## src/design/pfac_pkg.sv

```systemverilog
// Package of offsets, field positions, reset values and encodings for the packet filter and auto-mode block.
package pfac_pkg;

  // ------------------------------------------------------------
  // Register indices; the byte address is four times the index.
  // ------------------------------------------------------------
  localparam logic [9:0] IDX_PAYLOAD   = 10'h038;  // Payload length limit.
  localparam logic [9:0] IDX_NODE      = 10'h039;  // Own node match value.
  localparam logic [9:0] IDX_BCAST     = 10'h03a;  // Broadcast match value.
  localparam logic [9:0] IDX_AUTO      = 10'h03b;  // Automatic sequence control.
  localparam logic [9:0] IDX_CONFIG    = 10'h03c;  // Packet and mode configuration.
  localparam logic [9:0] IDX_STATUS    = 10'h03d;  // Sticky event status, cleared by read.
  localparam logic [9:0] IDX_MASK      = 10'h03e;  // Interrupt mask.
  localparam logic [9:0] IDX_MODE      = 10'h03f;  // Live mode readback.

  // ------------------------------------------------------------
  // Reset values.
  // ------------------------------------------------------------
  localparam logic [7:0] RST_PAYLOAD   = 8'h40;    // Payload length limit after reset.
  localparam logic [7:0] RST_ZERO      = 8'h00;    // All other registers after reset.

  // ------------------------------------------------------------
  // Field positions.
  // ------------------------------------------------------------
  localparam int ENTRY_LSB   = 5;                  // Entry select in bits 7 to 5.
  localparam int LEAVE_LSB   = 2;                  // Leave select in bits 4 to 2.
  localparam int TARGET_LSB  = 0;                  // Temporary target in bits 1 to 0.
  localparam int CFG_FMT     = 0;                  // Config: variable length format.
  localparam int CFG_FLT_LSB = 1;                  // Config: filter mode, bits 2 to 1.
  localparam int CFG_MODE_LSB = 3;                 // Config: software mode, bits 4 to 3.
  localparam int ST_ENTER    = 0;                  // Status: temporary mode entered.
  localparam int ST_LEAVE    = 1;                  // Status: temporary mode left.
  localparam int ST_ADDR     = 2;                  // Status: address accepted.
  localparam int ST_LEN      = 3;                  // Status: length rejected.
  localparam int ST_W        = 4;                  // Status width.

  // ------------------------------------------------------------
  // Encodings.
  // ------------------------------------------------------------
  localparam logic [2:0] SEL_NONE    = 3'h0;       // No event, automatic sequencing off.
  localparam logic [1:0] FLT_OFF     = 2'h0;       // Address filtering off.
  localparam logic [1:0] FLT_NODE    = 2'h1;       // Own node value only.
  localparam int EV_QNE  = 0;                      // Event bit: queue has data.
  localparam int EV_LVL  = 1;                      // Event bit: queue level reached.
  localparam int EV_CRC  = 2;                      // Event bit: checksum good.
  localparam int EV_RXC  = 3;                      // Event bit: received packet complete.
  localparam int EV_SYNC = 4;                      // Event bit: sync and address seen.
  localparam int EV_SENT = 5;                      // Event bit: packet sent.
  localparam int EV_TMO  = 6;                      // Event bit: timeout.
  localparam int EV_W    = 7;                      // Event vector width.

endpackage

```

## src/design/pfac_seq_if.sv

```systemverilog
// Interface between the register block and the automatic mode sequencer.
`timescale 1ns/1ps
interface pfac_seq_if;
  logic [2:0]                   entry_event_select;      // Entry edge choice.
  logic [2:0]                   leave_event_select;      // Leave event choice.
  logic [1:0]                   temporary_target_state;  // Mode used while sequencing.
  logic [1:0]                   sw_mode;                 // Mode software programmed.
  logic [pfac_pkg::EV_W-1:0]    events;                  // Packet engine event levels.
  logic [1:0]                   cur_mode;                // Mode now in force.
  logic                         in_temp;                 // Temporary mode is active.
  logic                         entered;                 // One-cycle pulse on entry.
  logic                         left;                    // One-cycle pulse on exit.

  modport ctrl (output entry_event_select, leave_event_select, temporary_target_state, sw_mode, events,
                input cur_mode, in_temp, entered, left);
  modport seq  (input entry_event_select, leave_event_select, temporary_target_state, sw_mode, events,
                output cur_mode, in_temp, entered, left);
endinterface

```

## src/design/pfac_seq.sv

```systemverilog
// Automatic mode sequencer: enters a temporary mode on an event edge and leaves it on another event.
`timescale 1ns/1ps
module pfac_seq (
  input  wire logic pclk,     // Bus clock.
  input  wire logic presetn,  // Asynchronous reset, active low.
  pfac_seq_if.seq   sq        // Selects, events and mode result.
);

  typedef enum logic [0:0] {PFAC_IDLE, PFAC_TEMP} pfac_state_t;

  pfac_state_t               state_q, state_d;  // Sequencer state.
  logic [pfac_pkg::EV_W-1:0] ev_q;              // Events one cycle ago.
  logic [pfac_pkg::EV_W-1:0] rise, fall;        // Edge vectors.
  logic [7:0]                entry_tab;         // Entry edges by code.
  logic [7:0]                leave_tab;         // Leave events by code.
  logic                      go_in, go_out;     // Selected entry and exit.

  assign rise = sq.events & ~ev_q;
  assign fall = ev_q & ~sq.events;
  // Entry code 001 is the queue-has-data rising edge; 111 its falling edge.
  assign entry_tab = {fall[pfac_pkg::EV_QNE], rise[pfac_pkg::EV_SENT], rise[pfac_pkg::EV_SYNC],
                      rise[pfac_pkg::EV_RXC], rise[pfac_pkg::EV_CRC], rise[pfac_pkg::EV_LVL],
                      rise[pfac_pkg::EV_QNE], 1'b0};  // RL5
  // Several exit codes pair a packet event with the timeout.
  assign leave_tab = {rise[pfac_pkg::EV_TMO], rise[pfac_pkg::EV_SENT],
                      rise[pfac_pkg::EV_SYNC] | rise[pfac_pkg::EV_TMO],
                      rise[pfac_pkg::EV_RXC] | rise[pfac_pkg::EV_TMO],
                      rise[pfac_pkg::EV_CRC] | rise[pfac_pkg::EV_TMO],
                      rise[pfac_pkg::EV_LVL] | rise[pfac_pkg::EV_TMO],
                      fall[pfac_pkg::EV_QNE], 1'b0};  // RL6
  assign go_in  = entry_tab[sq.entry_event_select];  // RL5
  // Turning sequencing off while in the temporary mode also returns at once.
  assign go_out = leave_tab[sq.leave_event_select] | (sq.entry_event_select == pfac_pkg::SEL_NONE);  // RL6

  // Next state of the sequencer.
  always_comb begin
    state_d = state_q;
    case (state_q)
      PFAC_IDLE: if (go_in) state_d = PFAC_TEMP;   // RL8
      PFAC_TEMP: if (go_out) state_d = PFAC_IDLE;  // RL8
      default:   state_d = PFAC_IDLE;
    endcase
  end

  // State, event history and the mode in force, all registered.
  always_ff @(posedge pclk or negedge presetn) begin
    if (!presetn) begin
      state_q     <= PFAC_IDLE;
      ev_q        <= '0;
      sq.cur_mode <= 2'h0;
      sq.in_temp  <= 1'b0;
      sq.entered  <= 1'b0;
      sq.left     <= 1'b0;
    end else begin
      state_q     <= state_d;
      ev_q        <= sq.events;
      sq.cur_mode <= (state_d == PFAC_TEMP) ? sq.temporary_target_state : sq.sw_mode;  // RL7 RL8
      sq.in_temp  <= (state_d == PFAC_TEMP);
      sq.entered  <= (state_q == PFAC_IDLE) && (state_d == PFAC_TEMP);
      sq.left     <= (state_q == PFAC_TEMP) && (state_d == PFAC_IDLE);
    end
  end
endmodule // pfac_seq

```

## src/design/pfac_top.sv

```systemverilog
// APB register block with length check, address filter, interrupts and the auto-mode sequencer.
//
// Local design decision: the APB register port.
`timescale 1ns/1ps

// What this block does
// RL1: Variable format: limit caps received length only.
// RL2: Fixed format: limit is exact payload size.
// RL3: Filter compares address with own node value.
// RL4: Filter also accepts the broadcast value.
// RL5: Entry select picks starting edge; 000 off.
// RL6: Leave select picks ending event; 000 none.
// RL7: Target field picks sleep, standby or receive.
// RL8: Enter on entry edge, return on exit.
module pfac_top #(
  parameter int PADDR_W = 12                         // APB address width.
) (
  input  wire logic               pclk,              // Bus clock, 25 MHz.
  input  wire logic               presetn,           // Asynchronous reset, active low.
  input  wire logic [PADDR_W-1:0] paddr,             // APB byte address.
  input  wire logic               psel,              // APB select.
  input  wire logic               penable,           // APB access phase.
  input  wire logic               pwrite,            // APB write when high.
  input  wire logic [31:0]        pwdata,            // APB write data.
  output logic [31:0]             prdata,            // APB read data.
  output logic                    pready,            // APB ready.
  output logic                    pslverr,           // APB error on unmapped address.
  input  wire logic               queue_has_data_flag,    // Queue not empty level.
  input  wire logic               queue_level_flag,       // Queue level threshold level.
  input  wire logic               crc_good_flag,          // Checksum good level.
  input  wire logic               rx_packet_complete_flag, // Received packet ready level.
  input  wire logic               sync_address_flag,      // Sync and address seen level.
  input  wire logic               packet_sent_flag,       // Packet sent level.
  input  wire logic               timeout_flag,           // Timeout level.
  input  wire logic               rx_addr_valid,     // Pulse: received address byte valid.
  input  wire logic [7:0]         rx_addr_byte,      // Received address byte.
  input  wire logic               rx_len_valid,      // Pulse: received length byte valid.
  input  wire logic [7:0]         rx_len_byte,       // Received length byte.
  output logic [1:0]              radio_mode,        // Operating mode in force.
  output logic                    auto_active,       // Temporary mode active.
  output logic                    addr_done,         // Pulse: filter verdict ready.
  output logic                    addr_accept,       // Filter verdict, held.
  output logic                    len_done,          // Pulse: length verdict ready.
  output logic                    len_reject,        // Length verdict, held.
  output logic                    fixed_len_mode,    // Fixed length format selected.
  output logic [7:0]              payload_size_setting, // Payload length limit.
  output logic                    irq                // Level interrupt.
);

  // ------------------------------------------------------------
  // Elaboration checks.
  // ------------------------------------------------------------
  if (PADDR_W < 12) begin : g_chk_addr
    $error("PADDR_W must reach the register indices");
  end

  // ------------------------------------------------------------
  // Register state.
  // ------------------------------------------------------------
  logic [7:0]              payload_q;     // Payload length limit.
  logic [7:0]              node_q;        // Own node value.
  logic [7:0]              bcast_q;       // Broadcast value.
  logic [7:0]              auto_q;        // Automatic sequence control.
  logic [7:0]              cfg_q;         // Format, filter mode and software mode.
  logic [pfac_pkg::ST_W-1:0] status_q;    // Sticky event bits.
  logic [pfac_pkg::ST_W-1:0] status_d;    // Next sticky event bits.
  logic [pfac_pkg::ST_W-1:0] mask_q;      // Interrupt mask.
  logic [pfac_pkg::ST_W-1:0] rd_clr_q;    // Status bits returned by a pending read.

  // ------------------------------------------------------------
  // Bus decode.
  // ------------------------------------------------------------
  wire [9:0]  idx      = paddr[11:2];                                     // Word index.
  wire        aligned  = (paddr[1:0] == 2'b00);                           // Word aligned access.
  wire        mapped   = aligned && (idx >= pfac_pkg::IDX_PAYLOAD) && (idx <= pfac_pkg::IDX_MODE);
  wire        setup    = psel && !penable;                                // Setup phase.
  wire        done     = psel && penable && pready;                       // Transfer completes here.
  wire        wr_fire  = done && pwrite && !pslverr;                      // Write takes effect.
  wire        rd_fire  = done && !pwrite && !pslverr;                     // Read completes.
  wire        st_read  = rd_fire && (idx == pfac_pkg::IDX_STATUS);         // Status read completes.

  // Write strobe for one register index.
  function automatic logic wr_hit(input logic [9:0] want);
    return wr_fire && (idx == want);
  endfunction

  // Read multiplexer; unused upper bits read as zero.
  logic [7:0] rd_byte;
  always_comb begin
    case (idx)
      pfac_pkg::IDX_PAYLOAD: rd_byte = payload_q;
      pfac_pkg::IDX_NODE:    rd_byte = node_q;
      pfac_pkg::IDX_BCAST:   rd_byte = bcast_q;
      pfac_pkg::IDX_AUTO:    rd_byte = auto_q;
      pfac_pkg::IDX_CONFIG:  rd_byte = cfg_q;
      pfac_pkg::IDX_STATUS:  rd_byte = {4'h0, status_q};
      pfac_pkg::IDX_MASK:    rd_byte = {4'h0, mask_q};
      pfac_pkg::IDX_MODE:    rd_byte = {5'h00, auto_active, radio_mode};
      default:               rd_byte = 8'h00;
    endcase
  end

  // ------------------------------------------------------------
  // APB answer: one wait-free access phase, data and error registered.
  // ------------------------------------------------------------
  always_ff @(posedge pclk or negedge presetn) begin
    if (!presetn) begin
      pready   <= 1'b0;
      pslverr  <= 1'b0;
      prdata   <= 32'h0000_0000;
      rd_clr_q <= '0;
    end else begin
      pready   <= setup;
      pslverr  <= setup && !mapped;
      prdata   <= (setup && mapped && !pwrite) ? {24'h00_0000, rd_byte} : 32'h0000_0000;
      // Only bits actually returned are cleared, so later events are not lost.
      rd_clr_q <= (setup && idx == pfac_pkg::IDX_STATUS) ? status_q : '0;
    end
  end

  // ------------------------------------------------------------
  // Software registers.
  // ------------------------------------------------------------
  always_ff @(posedge pclk or negedge presetn) begin
    if (!presetn) begin
      payload_q <= pfac_pkg::RST_PAYLOAD;
      node_q    <= pfac_pkg::RST_ZERO;
      bcast_q   <= pfac_pkg::RST_ZERO;
      auto_q    <= pfac_pkg::RST_ZERO;
      cfg_q     <= pfac_pkg::RST_ZERO;
      mask_q    <= '0;
    end else begin
      if (wr_hit(pfac_pkg::IDX_PAYLOAD)) payload_q <= pwdata[7:0];
      if (wr_hit(pfac_pkg::IDX_NODE))    node_q    <= pwdata[7:0];  // RL3
      if (wr_hit(pfac_pkg::IDX_BCAST))   bcast_q   <= pwdata[7:0];  // RL4
      if (wr_hit(pfac_pkg::IDX_AUTO))    auto_q    <= pwdata[7:0];
      if (wr_hit(pfac_pkg::IDX_CONFIG))  cfg_q     <= {3'h0, pwdata[4:0]};
      if (wr_hit(pfac_pkg::IDX_MASK))    mask_q    <= pwdata[pfac_pkg::ST_W-1:0];
    end
  end

  // ------------------------------------------------------------
  // Field views.
  // ------------------------------------------------------------
  wire       length_format_select = cfg_q[pfac_pkg::CFG_FMT];                      // High: variable.
  wire [1:0] filter_mode = cfg_q[pfac_pkg::CFG_FLT_LSB +: 2];                      // Filter mode.
  wire       own_hit     = (rx_addr_byte == node_q);                               // RL3
  wire       bcast_hit   = (rx_addr_byte == bcast_q);                              // RL4
  wire       addr_ok     = (filter_mode == pfac_pkg::FLT_OFF) || own_hit
                           || ((filter_mode != pfac_pkg::FLT_NODE) && bcast_hit);  // RL3 RL4
  // Transmit never consults the limit; only received lengths are checked.
  wire       len_bad     = length_format_select && (rx_len_byte > payload_q);      // RL1

  // ------------------------------------------------------------
  // Receive verdicts.
  // ------------------------------------------------------------
  // Fixed format makes every packet exactly the limit, so no verdict is needed there.
  wire       len_check   = rx_len_valid && length_format_select;                   // RL2

  always_ff @(posedge pclk or negedge presetn) begin
    if (!presetn) begin
      addr_done   <= 1'b0;
      addr_accept <= 1'b0;
      len_done    <= 1'b0;
      len_reject  <= 1'b0;
    end else begin
      addr_done   <= rx_addr_valid;
      len_done    <= len_check;
      if (rx_addr_valid) addr_accept <= addr_ok;  // RL3 RL4
      if (len_check)     len_reject  <= len_bad;  // RL1
    end
  end

  // ------------------------------------------------------------
  // Static outputs.
  // ------------------------------------------------------------
  always_ff @(posedge pclk or negedge presetn) begin
    if (!presetn) begin
      fixed_len_mode       <= 1'b1;
      payload_size_setting <= pfac_pkg::RST_PAYLOAD;
    end else begin
      fixed_len_mode       <= !length_format_select;  // RL2
      payload_size_setting <= payload_q;              // RL2
    end
  end

  // ------------------------------------------------------------
  // Sequencer hookup.
  // ------------------------------------------------------------
  pfac_seq_if sq_if ();

  assign sq_if.entry_event_select     = auto_q[pfac_pkg::ENTRY_LSB +: 3];   // RL5
  assign sq_if.leave_event_select     = auto_q[pfac_pkg::LEAVE_LSB +: 3];   // RL6
  assign sq_if.temporary_target_state = auto_q[pfac_pkg::TARGET_LSB +: 2];  // RL7
  assign sq_if.sw_mode                = cfg_q[pfac_pkg::CFG_MODE_LSB +: 2];
  // Events come from packet engine logic on this clock, so no synchroniser.
  assign sq_if.events = {timeout_flag, packet_sent_flag, sync_address_flag, rx_packet_complete_flag,
                         crc_good_flag, queue_level_flag, queue_has_data_flag};

  pfac_seq u_seq (
    .pclk    (pclk),
    .presetn (presetn),
    .sq      (sq_if.seq)
  );

  assign radio_mode  = sq_if.cur_mode;
  assign auto_active = sq_if.in_temp;

  // ------------------------------------------------------------
  // Interrupts: sticky status, read clears, a new set wins.
  // ------------------------------------------------------------
  wire [pfac_pkg::ST_W-1:0] st_set = {len_done && len_reject, addr_done && addr_accept,
                                      sq_if.left, sq_if.entered};
  assign status_d = (status_q & ~(st_read ? rd_clr_q : '0)) | st_set;

  always_ff @(posedge pclk or negedge presetn) begin
    if (!presetn) begin
      status_q <= '0;
      irq      <= 1'b0;
    end else begin
      status_q <= status_d;
      irq      <= |(status_d & mask_q);
    end
  end
endmodule // pfac_top

```

## config.mk

```make
export PLATFORM = sky130hd
export DESIGN_NAME = pfac_top
export DESIGN_NICKNAME = d
export VERILOG_FILES = /design/src/design/pfac_pkg.sv /design/src/design/pfac_seq_if.sv /design/src/design/pfac_seq.sv /design/src/design/pfac_top.sv
export SDC_FILE = /design/constraint.sdc
export NUM_CORES = 1
export LEC_CHECK = 0
export ABC_CLOCK_PERIOD_IN_PS = 1640
export BUFFER_PORTS_ARGS = -buffer_cell sky130_fd_sc_hd__clkbuf_2
export CAP_MARGIN = 20
export CORE_ASPECT_RATIO = 0.7
export CORE_UTILIZATION = 25
export DETAILED_ROUTE_END_ITERATION = 10
export HOLD_SLACK_MARGIN = 0.02
export PLACE_DENSITY = 0.46
export SETUP_SLACK_MARGIN = 0.2
export SYNTH_ARGS = -nofsm -noshare
export SYNTH_HDL_FRONTEND = slang
export SYNTH_HIERARCHICAL = 1
export SYNTH_SLANG_ARGS = --single-unit
```

## constraint.sdc

```tcl
create_clock -name pclk -period 1.64 [get_ports pclk]
set_input_delay 0.082 -clock pclk [delete_from_list [all_inputs] [get_ports pclk]]
set_output_delay 0.082 -clock pclk [all_outputs]
set_load 0.1 [all_outputs]
```

# After elaboration in Yosys (flattened, before gate mapping)
# Cells that the tools add are included.
# W data, S select, Z words.
dict set report word_totals {
  elab_cells 104
  regBits 85
}
dict set report op_classes {
  n_reduce_logical 38
  eq_ne 11
  bitwise 15
  muxes 12
  n_lt_le_gt_ge 5
}
# op count
set ops {}
lappend ops {{$eq A10 B6 Y1 const B} 8}
lappend ops {{$pmux W8 S8} 1}
lappend ops {{$logic_and A1 B1 Y1} 27}
lappend ops {{$eq A8 B8 Y1} 2}
lappend ops {{$ge A10 B6 Y1 const B} 1}
lappend ops {{$le A10 B6 Y1 const B} 1}
lappend ops {{$and A4 B4 Y4} 2}
lappend ops {{$gt A8 B8 Y1} 1}
lappend ops {{$lt A3 B4 Y1 const B} 2}
lappend ops {{$mux W4} 2}
lappend ops {{$mux W8} 1}
lappend ops {{$and A7 B7 Y7} 1}
lappend ops {{$not A7 Y7} 1}
lappend ops {{$bmux W1 S3} 2}
lappend ops {{$logic_not A1 Y1} 5}
lappend ops {{$or A1 B1 Y1} 5}
lappend ops {{$logic_not A2 Y1} 2}
lappend ops {{$mux W1} 4}
lappend ops {{$not A4 Y4} 1}
lappend ops {{$or A4 B4 Y4} 1}
lappend ops {{$reduce_or A4 Y1} 1}
lappend ops {{$logic_not A3 Y1} 1}
lappend ops {{$not A1 Y1} 3}
lappend ops {{$logic_or A1 B1 Y1} 2}
lappend ops {{other kinds (4)} 4}

# Longest topological paths before layout
# Gate-level depths: netlist of the first run.
dict set report logic_depth {
  depth_word 11
  depth_mapped 7
}

# Hierarchy
# Netlist of the first run, hierarchy kept.
# module area_per_inst_um2 cells_per_inst n_inst
set by_module_without_submodules {}
lappend by_module_without_submodules {pfac_top 3583.4 281 1}
lappend by_module_without_submodules {pfac_seq 589.3 48 1}

# Least setup slack after synthesis of the first run
# Ideal clock, no wire load.
dict set report synth_path {
  path_type {register to register}
  start {register pready}
  end {register irq}
  t_required_ps 1514
  slack_ps -607
  setup_ps 126
  period_less_slack_ps 2247
  path_stages_with_launch 6
  arrival_time_ps 2121
  path_cell_list {dfrtp_1 -> and4b_1 -> and4_1 -> nand2_1 -> a22o_1 -> a221o_1}
}
dict set report synth_between {
  elab_chain_len 10
}
# element line_no
set synth_rtl {}
lappend synth_rtl {{from (decl)} pfac_top.sv:26} ;# output logic pready,
lappend synth_rtl {{from (signal assigned)} pfac_top.sv:113} ;# pready <= setup;
lappend synth_rtl {{$logic_and A1 B1 Y1} pfac_top.sv:77} ;# wire done = psel && penable && pready;
lappend synth_rtl {{$logic_and A1 B1 Y1 (2 in series)} pfac_top.sv:79} ;# wire rd_fire = done && !pwrite && !pslverr;
lappend synth_rtl {{$logic_and A1 B1 Y1} pfac_top.sv:80} ;# wire st_read = rd_fire && (idx == pfac_pkg::IDX_STATUS);
lappend synth_rtl {{$mux W4} pfac_top.sv:214} ;# assign status_d = (status_q & ~(st_read ? rd_clr_q : '0)) | st_set;
lappend synth_rtl {{$not A4 Y4} pfac_top.sv:214}
lappend synth_rtl {{$and A4 B4 Y4} pfac_top.sv:214}
lappend synth_rtl {{$or A4 B4 Y4} pfac_top.sv:214}
lappend synth_rtl {{net status_d (one bit)} pfac_top.sv:66} ;# logic [pfac_pkg::ST_W-1:0] status_d;
lappend synth_rtl {{$and A4 B4 Y4} pfac_top.sv:222} ;# irq <= |(status_d & mask_q);
lappend synth_rtl {{$reduce_or A4 Y1} pfac_top.sv:222}
lappend synth_rtl {{to (signal assigned)} pfac_top.sv:222}
lappend synth_rtl {{to (decl)} pfac_top.sv:47} ;# output logic irq
# The timed path passes the listed nets, and every way through them passes these cells.
# A chain may end at the register's enable or synchronous reset.

# Worst setup path after layout of the first run
dict set report layout_path {
  start {register pslverr}
  end {register payload_q[3]}
}
dict set report layout_between {
  elab_chain_len 3
}
# element line_no
set layout_rtl {}
lappend layout_rtl {{from (decl)} pfac_top.sv:27} ;# output logic pslverr,
lappend layout_rtl {{from (signal assigned)} pfac_top.sv:114} ;# pslverr <= setup && !mapped;
lappend layout_rtl {{$logic_not A1 Y1} pfac_top.sv:78} ;# wire wr_fire = done && pwrite && !pslverr;
lappend layout_rtl {{$logic_and A1 B1 Y1} pfac_top.sv:78}
lappend layout_rtl {{$logic_and A1 B1 Y1} pfac_top.sv:84} ;# return wr_fire && (idx == want);
lappend layout_rtl {{to (signal assigned)} pfac_top.sv:126} ;# payload_q <= pfac_pkg::RST_PAYLOAD;
lappend layout_rtl {{to (signal assigned)} pfac_top.sv:133} ;# if (wr_hit(pfac_pkg::IDX_PAYLOAD)) payload_q <= pwdata[7:0];
lappend layout_rtl {{to (decl)} pfac_top.sv:60} ;# logic [7:0] payload_q;
# No other way between the ends.

==> qor.txt, run 1 <==
================================================================================
TritonCTS clock tree                                                        done
Area added between synthesis and finish                                   39.67%
Initial cell density of the core                                          25.60%
Period utilisation layout                                                 108.4%
Gate count after technology mapping                                          329
Result of the run                                                   finished with violations
Number of antenna violations at the first check in global routing              0
Post-Syn Area                                                       0.004173 sq mm
Drt first-iter violations                                                    143
Share of the synthesized area in the top cell type                        49.18%
NumNets Final                                                                544
Number of enable flip-flop cells after synthesis                               0
Cell accounting for the most synthesized area                            dfrtp_1
Antenna diode count                                                            0
Share of the synthesized area in compound gates (AO/OA/AOI/OAI)           6.267%
Yosys warnings                                                                 6
HPWL after detailed placement                                            8670 um
Area fraction in and, or, nand and nor cells after synthesis              12.74%
Count of fill cells added during filler insertion                           1660
Highest-count cells in the layout ignoring fill and taps            clkbuf_2 (74), dfrtp_1 (73), buf_4 (30), conb_1 (24), mux2_4 (23)
Overall power after layout                                            0.005020 W
Most common cell after layout, fill and taps aside                      clkbuf_2
Via total after detailed routing                                            3048
Setup Slack @ Placement                                                -261.0 ps
Min-Delay Path Class                                                      in2reg
Kind of capture point of the worst setup path                           register
Final worst hold slack                                                  26.76 ps
Die X-Extent                                                            156.4 um
Number of placement rows                                                      39
Data arrival time of the critical path                                   2000 ps
Die area                                                            0.01722 sq mm
H-tree level count                                                             3
Pwr Density                                                         861.3 mW/mm^2
Max-capacitance violation count                                                0
Largest family of logic cells by synthesized area                   multiplexers
Pleak                                                                   2.739 nW
Setup Skew                                                              6.187 ps
Xor/xnor share of the synthesized area                                    3.358%
Area of the core region                                             0.01630 sq mm
Boundary Pins                                                                125
Peak VDD IR                                                          0.0004217 V
Sequential area share after synthesis                                     51.06%
CTS clk-pin slew, worst paths                                              60 ps
Number of iterations in the first detailed-routing pass                        4
Number of standard cells in the layout, taps in and fillers out              692
Total DRC errors in the routed layout                                          0
Maximum number of pins on one net before global-route repair                  47
Relative slew slack                                                       62.96%
Biggest area contributors in the synthesized netlist                dfrtp_1 (49%), mux2_2 (11%), mux4_2 (5.4%)
Crit path launch type                                                   register
DIE HEIGHT                                                              110.1 um
Routed wire length                                                      11510 um
Maximum clock path buffer count                                                2
Count of state elements after synthesis                                       85
Violations in the final reports                                     setup timing
Max-slew violation count                                                       0
Worst setup path class                                                   reg2reg
Skew-Pair Late Insertion Delay                                            340 ps
Number of endpoints failing setup at the final stage                          34
IO buf count                                                                  76
Min cycle time layout                                                    1778 ps
Global-route wire length before repair                                  17730 um
Prevailing post-synth register cell                                      dfrtp_1
Mux share of post-synthesis cell area                                     17.66%
CTS root buf                                                           clkbuf_16
Netlist cell types                                                            57
Antenna-violating nets left                                                    0
Average wire length per cell after detail routing                       16.63 um
Required time of the critical path                                       1870 ps
Sum of overflow across all layers after global routing                         0
Peak clock frequency supported by timing                               562.4 MHz
Gp weighted congestion                                                    0.7871
Fin. Hold Viols                                                                0
Vias in the first global route                                              3166
Num Clock Sinks                                                               85
Tightest Pin Transition                                                 557.9 ps
Highest net fanout along the worst path                                        8
All-Layer GR Usage                                                        14.09%
Vias/cell                                                                  4.405
Worst setup slack after layout                                         -138.1 ps
Share of synthesized flip-flops with an asynchronous set or reset         100.0%
Synthesized area divided by synthesized cell count                   12.68 sq um
Total clock buffers created by CTS                                             9
RSZ-0062 raised after global routing                                         yes
# placed instances                                                           658
Adder and majority cell fraction of the synthesized area                  2.399%
Share of post-route cells with drive strength above 1                     50.54%
================================================================================
-- report_power, final --
| group | internal (W) | switching (W) |
|---|---|---|
| Sequential | 0.00211 | 0.00000862 |
| Combinational | 0.000152 | 0.000459 |
| Clock | 0.00139 | 0.000897 |
| Total | 0.00366 | 0.00136 |
-- final timing paths --
check / end / depth (start not counted) / start / slack, ps
min reg2reg: status_q[0] / 1 / u_seq/sq.entered / 480
min in group asynchronous: u_seq/ev_q[1] / 2 / presetn / 150
max reg2reg: payload_q[3] / 5 / pslverr / -140
max: payload_q[3] / 5 / pslverr / -140
min: pslverr / 3 / paddr[0] / 30
max in group asynchronous: pready / 3 / presetn / 870
-- flip-flops by register name (all words and copies together) (netlist names), 2 cells and up --
| register | count |
|---|---|
| auto_q | 8 |
| bcast_q | 8 |
| cfg_q | 5 |
| mask_q | 4 |
| node_q | 8 |
| payload_q | 8 |
| payload_size_setting | 8 |
| prdata | 8 |
| rd_clr_q | 4 |
| status_q | 4 |
| u_seq/ev_q | 7 |
| u_seq/sq.cur_mode | 2 |
-- Yosys cell counts, types with 3 or more instances --
cell      instances
mux2i_1           5
nor3_1            4
nor2b_1           6
mux2_2           41
mux4_2           10
dfstp_2           3
nand2b_1          5
nand4_1           6
xor2_1            3
dfrtp_1          82
xnor2_1          13
o21ai_0           7
ha_1              8
nand3_1           4
buf_4            25
and3b_1           4
buf_2             4
nand2_1          13
a21oi_1           6
inv_1            15
and2_1            5
nor2_1           14
-- worst max-delay path: stages, from the launching register on --
cell and delay, ps:
dfrtp_4 470, and4b_2 340, nand4_4 170, nor3_4 240, buf_12 160, mux2_4 290
-- final cells by class --
cell class / instances / area, sq um / area share (%)
repair buffers: 128 / 889.6 / 15.26
flip-flops and latches: 85 / 2147 / 36.84
clock buffers: 10 / 239.0 / 4.100
clock inverters: 6 / 93.84 / 1.610
well taps: 225 / 281.5 / 4.830
inverters: 16 / 60.06 / 1.030
multi-input cells: 222 / 2117 / 36.32
-- kinds of logic (layout without fill, tap and decap cells) --
kind of cell / count (synthesis) / count (layout)
and+or+nand+nor: 82 / 82
buffers and inverters: 45 / 160
AOI/OAI and AO/OA: 36 / 36
xor gates and xnor gates: 16 / 16
adders and majority gates: 8 / 8
DFF: 85 / 85
muxes: 56 / 56
other: 1 / 24
-- routing by layer --
metal	track usage, %	share of wire, %	up-vias
li1	-	-	1406
met5	0	0	-
met1	20.35	51	1536
met4	4.342	1.4	0
met3	3.753	5.5	14
met2	20.38	42	92
-- metrics by stage --
step	utilization (%)	TNS, ps	instance area, sq um
final	35.76	-3484	5828
after global routing	35.76	-5937	5828
after CTS	34.72	-4232	5658
after detailed placement	31.05	-4624	5061
after global placement	31.05	-4563	5061
after floorplan	-	-9415	4287
-- repair_timing --
item                                   in CTS  in global routing
hold buffers                               11                  0
setup endpoints to repair                  53                 55
gates resized for setup                    30                 39
endpoints found under the hold margin      93                  0
pin swaps                                   8                 13
setup buffers                               5                  2
Power figures use the tool's default switching activity.
==> run 2, diff against run 1 <==
--- a/config.mk
+++ b/config.mk
@@ -11,10 +11,10 @@
 export CORE_ASPECT_RATIO = 0.7
 export CORE_UTILIZATION = 25
 export DETAILED_ROUTE_END_ITERATION = 10
+export GPL_TIMING_DRIVEN = 0
 export HOLD_SLACK_MARGIN = 0.02
 export PLACE_DENSITY = 0.46
 export SETUP_SLACK_MARGIN = 0.2
 export SYNTH_ARGS = -nofsm -noshare
 export SYNTH_HDL_FRONTEND = slang
-export SYNTH_HIERARCHICAL = 1
 export SYNTH_SLANG_ARGS = --single-unit
==> run 2 against run 1 <==
Effect of this change:
- the run still ends with setup timing left
- clock power is 3% higher
- setup slack worse by 150 ps
- critical path depth is 1 higher
- first-iteration DRC count is 37% higher
- worst hold slack worse by 2.7 ps
- register-to-register slack worse by 150 ps
- wire length is 9.3% higher
- die area is 0.68% higher
- largest cell class is now multi-input combinational cells
==> qor.txt, run 2 <==
================================================================================
H-tree level count                                                             3
Number of standard cells in the layout, taps in and fillers out              749
Share of post-route cells with drive strength above 1                     49.24%
Average wire length per cell after detail routing                       16.79 um
Share of the synthesized area in the top cell type                        48.84%
CTS clk-pin slew, worst paths                                              70 ps
Max-slew violation count                                                       0
Maximum clock path buffer count                                                2
Vias/cell                                                                  4.401
Share of synthesized flip-flops with an asynchronous set or reset         100.0%
All-Layer GR Usage                                                        15.11%
Boundary Pins                                                                125
Biggest area contributors in the synthesized netlist                dfrtp_1 (49%), mux2_2 (11%), buf_4 (4.3%)
Pwr Density                                                         851.4 mW/mm^2
DIE HEIGHT                                                              110.5 um
CTS root buf                                                           clkbuf_16
Power Internal                                                        0.003801 W
Netlist cell types                                                            52
Die area                                                            0.01734 sq mm
Most common cell in the synthesized netlist                              dfrtp_1
Skew-Pair Late Insertion Delay                                            350 ps
Antenna diode count                                                            0
Number of enable flip-flop cells after synthesis                               0
Commonest cells post-synth                                          dfrtp_1 (82), mux2_2 (42), buf_4 (24)
Fin. Hold Viols                                                                0
Highest-count cells in the layout ignoring fill and taps            clkbuf_2 (75), dfrtp_1 (74), buf_4 (50), mux2_2 (34), conb_1 (24)
Proportion of power drawn by the clock network                             45.5%
Seq pwr share                                                              41.1%
Post-Route Utilization                                                    37.19%
Sum of overflow across all layers after global routing                         0
Drt first-iter violations                                                    196
Worst setup path class                                                   reg2reg
HPWL after detailed placement                                            9142 um
Number of antenna violations at the first check in global routing              0
NumNets Final                                                                601
Vias in the first global route                                              3399
Count of state elements after synthesis                                       85
Global-route wire length before repair                                  19370 um
Gp weighted congestion                                                    0.8045
Combinational group share of total power                                   13.5%
Post-Syn Area                                                       0.004202 sq mm
Number of endpoints failing setup at the final stage                          46
Setup Slack @ Placement                                                -721.1 ps
Setup Skew                                                              11.62 ps
# placed instances                                                           682
RSZ-0062 raised after global routing                                         yes
Required time of the critical path                                       1850 ps
Synthesized area divided by synthesized cell count                   11.77 sq um
Number of iterations in the first detailed-routing pass                        4
Result of the run                                                   finished with violations
Tightest Pin Transition                                                 859.6 ps
Highest net fanout along the worst path                                        3
Sequential area share after synthesis                                     50.71%
Worst setup slack after layout                                         -285.1 ps
Area added between synthesis and finish                                   45.15%
Total clock buffers created by CTS                                             9
Max-capacitance violation count                                                0
Routed wire length                                                      12580 um
Number of placement rows                                                      39
IO buf count                                                                  76
Prevailing post-synth register cell                                      dfrtp_1
Die X-Extent                                                            156.9 um
Min cycle time layout                                                    1925 ps
Peak clock frequency supported by timing                               519.4 MHz
Yosys warnings                                                                 0
Cell accounting for the most synthesized area                            dfrtp_1
Period utilisation layout                                                 117.4%
Total DRC errors in the routed layout                                          0
Gate count after technology mapping                                          357
Overall power after layout                                            0.005192 W
Most common cell after layout, fill and taps aside                      clkbuf_2
Antenna-violating nets left                                                    0
Min-Delay Path Class                                                      in2reg
Pleak                                                                   2.922 nW
Via total after detailed routing                                            3296
Crit path launch type                                                   register
Kind of capture point of the worst setup path                           register
Peak VDD IR                                                          0.0005035 V
Data arrival time of the critical path                                   2140 ps
Area of the core region                                             0.01640 sq mm
Relative slew slack                                                       42.16%
Num Clock Sinks                                                               85
TritonCTS clock tree                                                        done
Switch Pwr                                                            0.001391 W
Switching share of power                                                  26.79%
Maximum number of pins on one net before global-route repair                  45
Initial cell density of the core                                          25.63%
Violations in the final reports                                     setup timing
Setup TNS Final                                                         -7571 ps
================================================================================
-- run 2: cell types whose count changed in the layout (fill, tap and decap cells not counted), sizes merged, moves of 5 or more --
cell / change
a22oi: +7
buf: +27
xnor2: -5
nor2: -7
xor2: +5
mux4: -7
nand2b: +7
a221oi: +5
nand2: +7
-- run 2: cells by family (layout without fill, tap and decap cells) --
logic type	after synthesis	count (layout)	synth area share, %
mux	49	49	13.82
flops	85	85	50.71
xor+xnor	16	16	3.335
buf+inv	50	194	6.730
fa+ha+maj	8	8	2.382
simple gates	87	87	12.84
compound gates	61	61	10.10
other cells	1	24	0.08925
-- run 2: layout make-up --
type	count	area [sq um]
clock buffers	10	229.0
flip-flops and latches	85	2151
fillers	1644	10300
well taps	225	281.5
repair buffers	128	873.3
clock inverters	6	111.4
inverters	19	71.32
plain buffers	31	222.7
multi-input cells	245	2158
-- run 2: critical path, stage by stage (launching register included) --
cell and delay (ps):
dfrtp_4 470, nand4b_1 260, nor4_4 200, buf_4 180, buf_6 90, a31oi_1 60, or4_1 520
-- run 2: path summary, 6_finish.rpt --
check	end	startpoint	slack [ps]	cells after the start
max	irq	pslverr	-290	6
min	pslverr	paddr[0]	20	3
max reg2reg	irq	pslverr	-290	6
min reg2reg	payload_size_setting[6]	payload_q[6]	390	0
max in group asynchronous	payload_q[6]	presetn	640	3
min in group asynchronous	payload_size_setting[5]	presetn	320	2
-- run 2: through the flow --
stage / hold WS, ps / area [sq um]
floorplan: -213.6 / 4369
global placement: 209.6 / 5031
detailed placement: 172.7 / 5061
CTS: 20.92 / 5834
global route: 49.38 / 6098
finish: 24.02 / 6098
-- run 2: power groups by stage --
| stage | combinational [W] | sequential [W] | clock, W |
|---|---|---|---|
| after CTS | 0.000681 | 0.00213 | 0.00240 |
| after global placement | 0.000627 | 0.00217 | 0 |
| final | 0.000698 | 0.00213 | 0.00236 |
| after floorplan | 0.000388 | 0.00223 | 0 |
| after detailed placement | 0.000643 | 0.00217 | 0 |
| after global routing | 0.000742 | 0.00213 | 0.00249 |
-- run 2: timing repair --
action | 4_1_cts | 5_1_grt
setup endpoints to repair | 59 | 64
setup buffers | 22 | 18
resized for setup | 38 | 30
hold buffers | 11 | 0
pin swaps | 7 | 20
endpoints found under the hold margin | 53 | 0
-- run 2: layer usage --
| layer | wire length, um | GRT usage [%] | part of all wire, % |
|---|---|---|---|
| met4 | 110 | 3.660 | 0.87 |
| met5 | 0 | 0 | 0 |
| met1 | 6149 | 21.58 | 49 |
| met3 | 560 | 3.140 | 4.5 |
| met2 | 5756 | 23.14 | 46 |
==> run 3, diff against run 2 <==
--- a/config.mk
+++ b/config.mk
@@ -15,6 +15,8 @@
 export HOLD_SLACK_MARGIN = 0.02
 export PLACE_DENSITY = 0.46
 export SETUP_SLACK_MARGIN = 0.2
+export SLEW_MARGIN = 20
 export SYNTH_ARGS = -nofsm -noshare
 export SYNTH_HDL_FRONTEND = slang
+export SYNTH_HIERARCHICAL = 1
 export SYNTH_SLANG_ARGS = --single-unit
==> constraint.sdc (replaced) <==
create_clock -name pclk -period 1.64 [get_ports pclk]
set_input_delay 0.328 -clock pclk [delete_from_list [all_inputs] [get_ports pclk]]
set_output_delay 0.328 -clock pclk [all_outputs]
set_load 0.1 [all_outputs]
==> run 3 against run 2 <==
Effect of this change:
- the flow still finishes with violations (setup timing)
- highest routed layer unchanged
- sequential share of layout area up 1.8 points
- critical path depth down 1
- sequential power about the same
- first-iteration DRC count down 27%
- fmax up 4.8%
- final area down 5.1%
- largest cell class is now sequential cells
- die area down 0.68%
- clock power down 8%
- combinational power down 11%
- critical path type unchanged
==> qor.txt, run 3 (synthesis results as in run 1) <==
================================================================================
Result of the run                                                   finished with violations
Violations in the final reports                                     setup timing
Most common cell after layout, fill and taps aside                       dfrtp_1
Maximum clock path buffer count                                                2
Highest net fanout along the worst path                                        6
Number of standard cells in the layout, taps in and fillers out              681
TritonCTS clock tree                                                        done
DIE HEIGHT                                                              110.1 um
Pwr Density                                                         851.3 mW/mm^2
Via total after detailed routing                                            3010
Peak clock frequency supported by timing                               544.2 MHz
Tightest Pin Transition                                                 704.5 ps
Die area                                                            0.01722 sq mm
Worst path cell trace                                               and4b_2 > nand4_4 > nor3_4 > buf_6 > mux2_4
Number of iterations in the first detailed-routing pass                        5
Setup Skew                                                              7.361 ps
Drt first-iter violations                                                    144
Worst setup path class                                                   reg2reg
H-tree level count                                                             3
Routed wire length                                                      11230 um
Period utilisation layout                                                 112.0%
Area added between synthesis and finish                                   38.62%
Crit path launch type                                                   register
Share of post-route cells with drive strength above 1                     48.90%
Average wire length per cell after detail routing                       16.50 um
All-Layer GR Usage                                                        13.79%
Vias/cell                                                                  4.420
Max-slew violation count                                                       0
Pleak                                                                   2.732 nW
Initial cell density of the core                                          25.60%
Skew-Pair Late Insertion Delay                                            330 ps
Kind of capture point of the worst setup path                           register
Relative slew slack                                                       53.03%
Total DRC errors in the routed layout                                          0
Num Clock Sinks                                                               85
Required time of the critical path                                       1860 ps
Global-route wire length before repair                                  17390 um
Slowest-stage cell, CP                                                   dfrtp_4
Vias in the first global route                                              3028
Max-capacitance violation count                                                0
CTS root buf                                                           clkbuf_16
Min cycle time layout                                                    1838 ps
Peak VDD IR                                                          0.0004872 V
# placed instances                                                           652
Cell area after placement                                           0.004952 sq mm
Total clock buffers created by CTS                                             9
Die X-Extent                                                            156.4 um
Post-Route Utilization                                                    35.49%
Non-Filler Cell Area, Final                                         0.005784 sq mm
Number of endpoints failing setup at the final stage                          43
IO buf count                                                                  75
Data arrival time of the critical path                                   2060 ps
CTS clk-pin slew, worst paths                                              60 ps
Antenna diode count                                                            0
NumNets Final                                                                533
Boundary Pins                                                                125
Number of placement rows                                                      39
Sum of overflow across all layers after global routing                         0
WP buf/inv                                                                     1
Area of the core region                                             0.01630 sq mm
Maximum number of pins on one net before global-route repair                  86
Min-Delay Path Class                                                    in2async
Highest-count cells in the layout ignoring fill and taps            dfrtp_1 (74), clkbuf_2 (47), buf_4 (34), mux2_4 (33), clkbuf_4 (25)
HPWL after detailed placement                                            8345 um
RSZ-0062 raised after global routing                                         yes
Number of antenna violations at the first check in global routing              0
Fin. Hold Viols                                                                0
Highest cell delay on the worst timing path                               470 ps
Worst setup slack after layout                                         -197.6 ps
Gp weighted congestion                                                    0.7776
Hold-fix buffers, CTS                                                          0
Antenna-violating nets left                                                    0
Kind of cell adding the most delay to the critical path             simple AND/OR/NAND/NOR gates
================================================================================
-- run 3: cell types whose count changed in the layout (fill, tap and decap cells not counted), sizes merged, moves of 7 or more --
cell,change
dlygate4sd3,-11
buf,-26
nand2,-7
mux4,+7
nand2b,-7
nor2,+7
a22oi,-7
-- run 3: worst register-to-register path: stages, from the launching register on --
cell and delay [ps]:
dfrtp_4 470, and4b_2 360, nand4_4 190, nor3_4 230
buf_6 180, mux2_4 300
-- run 3: final timing paths --
kind	cells past startpoint	from	end	slack, ps
max	5	pslverr	payload_q[1]	-200
min	1	presetn	u_seq/ev_q[1]	20
max reg2reg	5	pslverr	payload_q[1]	-200
min reg2reg	0	payload_q[6]	payload_size_setting[6]	390
max in group asynchronous	1	presetn	pready	1040
min in group pclk	1	timeout_flag	u_seq/ev_q[6]	120
-- run 3: where the power goes --
part	internal [W]	leakage [nW]	total (W)	switching, W
logic	0.000165	1.45	0.000623	0.000457
clock network	0.00137	0.153	0.00218	0.000803
registers	0.00211	1.13	0.00212	0.00000948
-- run 3: routing by layer --
metal	global-route usage, %	vias up	wire length [um]	part of all wire, %
li1	-	1386	-	-
met1	19.39	1529	5498	49
met2	21.14	83	4936	44
met3	3.557	12	692	6.2
met4	3.361	0	107	0.95
met5	0	-	0	0
-- run 3: per-stage QoR --
stage,hold slack [ps],TNS [ps],setup slack [ps],power [W]
6_report,24.53,-5574,-197.6,0.004924
5_1_grt,81.33,-7945,-259.8,0.005132
4_1_cts,66.48,-6248,-224.5,0.004988
3_5_place_dp,383.6,-20370,-561.0,0.002755
3_3_place_gp,384.6,-80340,-1051,0.002749
2_1_floorplan,32.41,-9415,-271.1,0.002584
-- run 3: repair_timing --
item | CTS | global route
pin swaps | 6 | 12
setup buffers | 7 | 6
resized for setup | 74 | 30
setup endpoints to repair | 87 | 66
-- run 3: layout make-up --
class / count / area [sq um]
plain buffers: 29 / 221.5
clock inverters: 4 / 72.57
flip-flops and latches: 85 / 2146
clock buffers: 12 / 246.5
multi-input cells: 222 / 2136
well taps: 225 / 281.5
repair buffers: 88 / 620.6
inverters: 16 / 60.06
fillers: 1624 / 10510
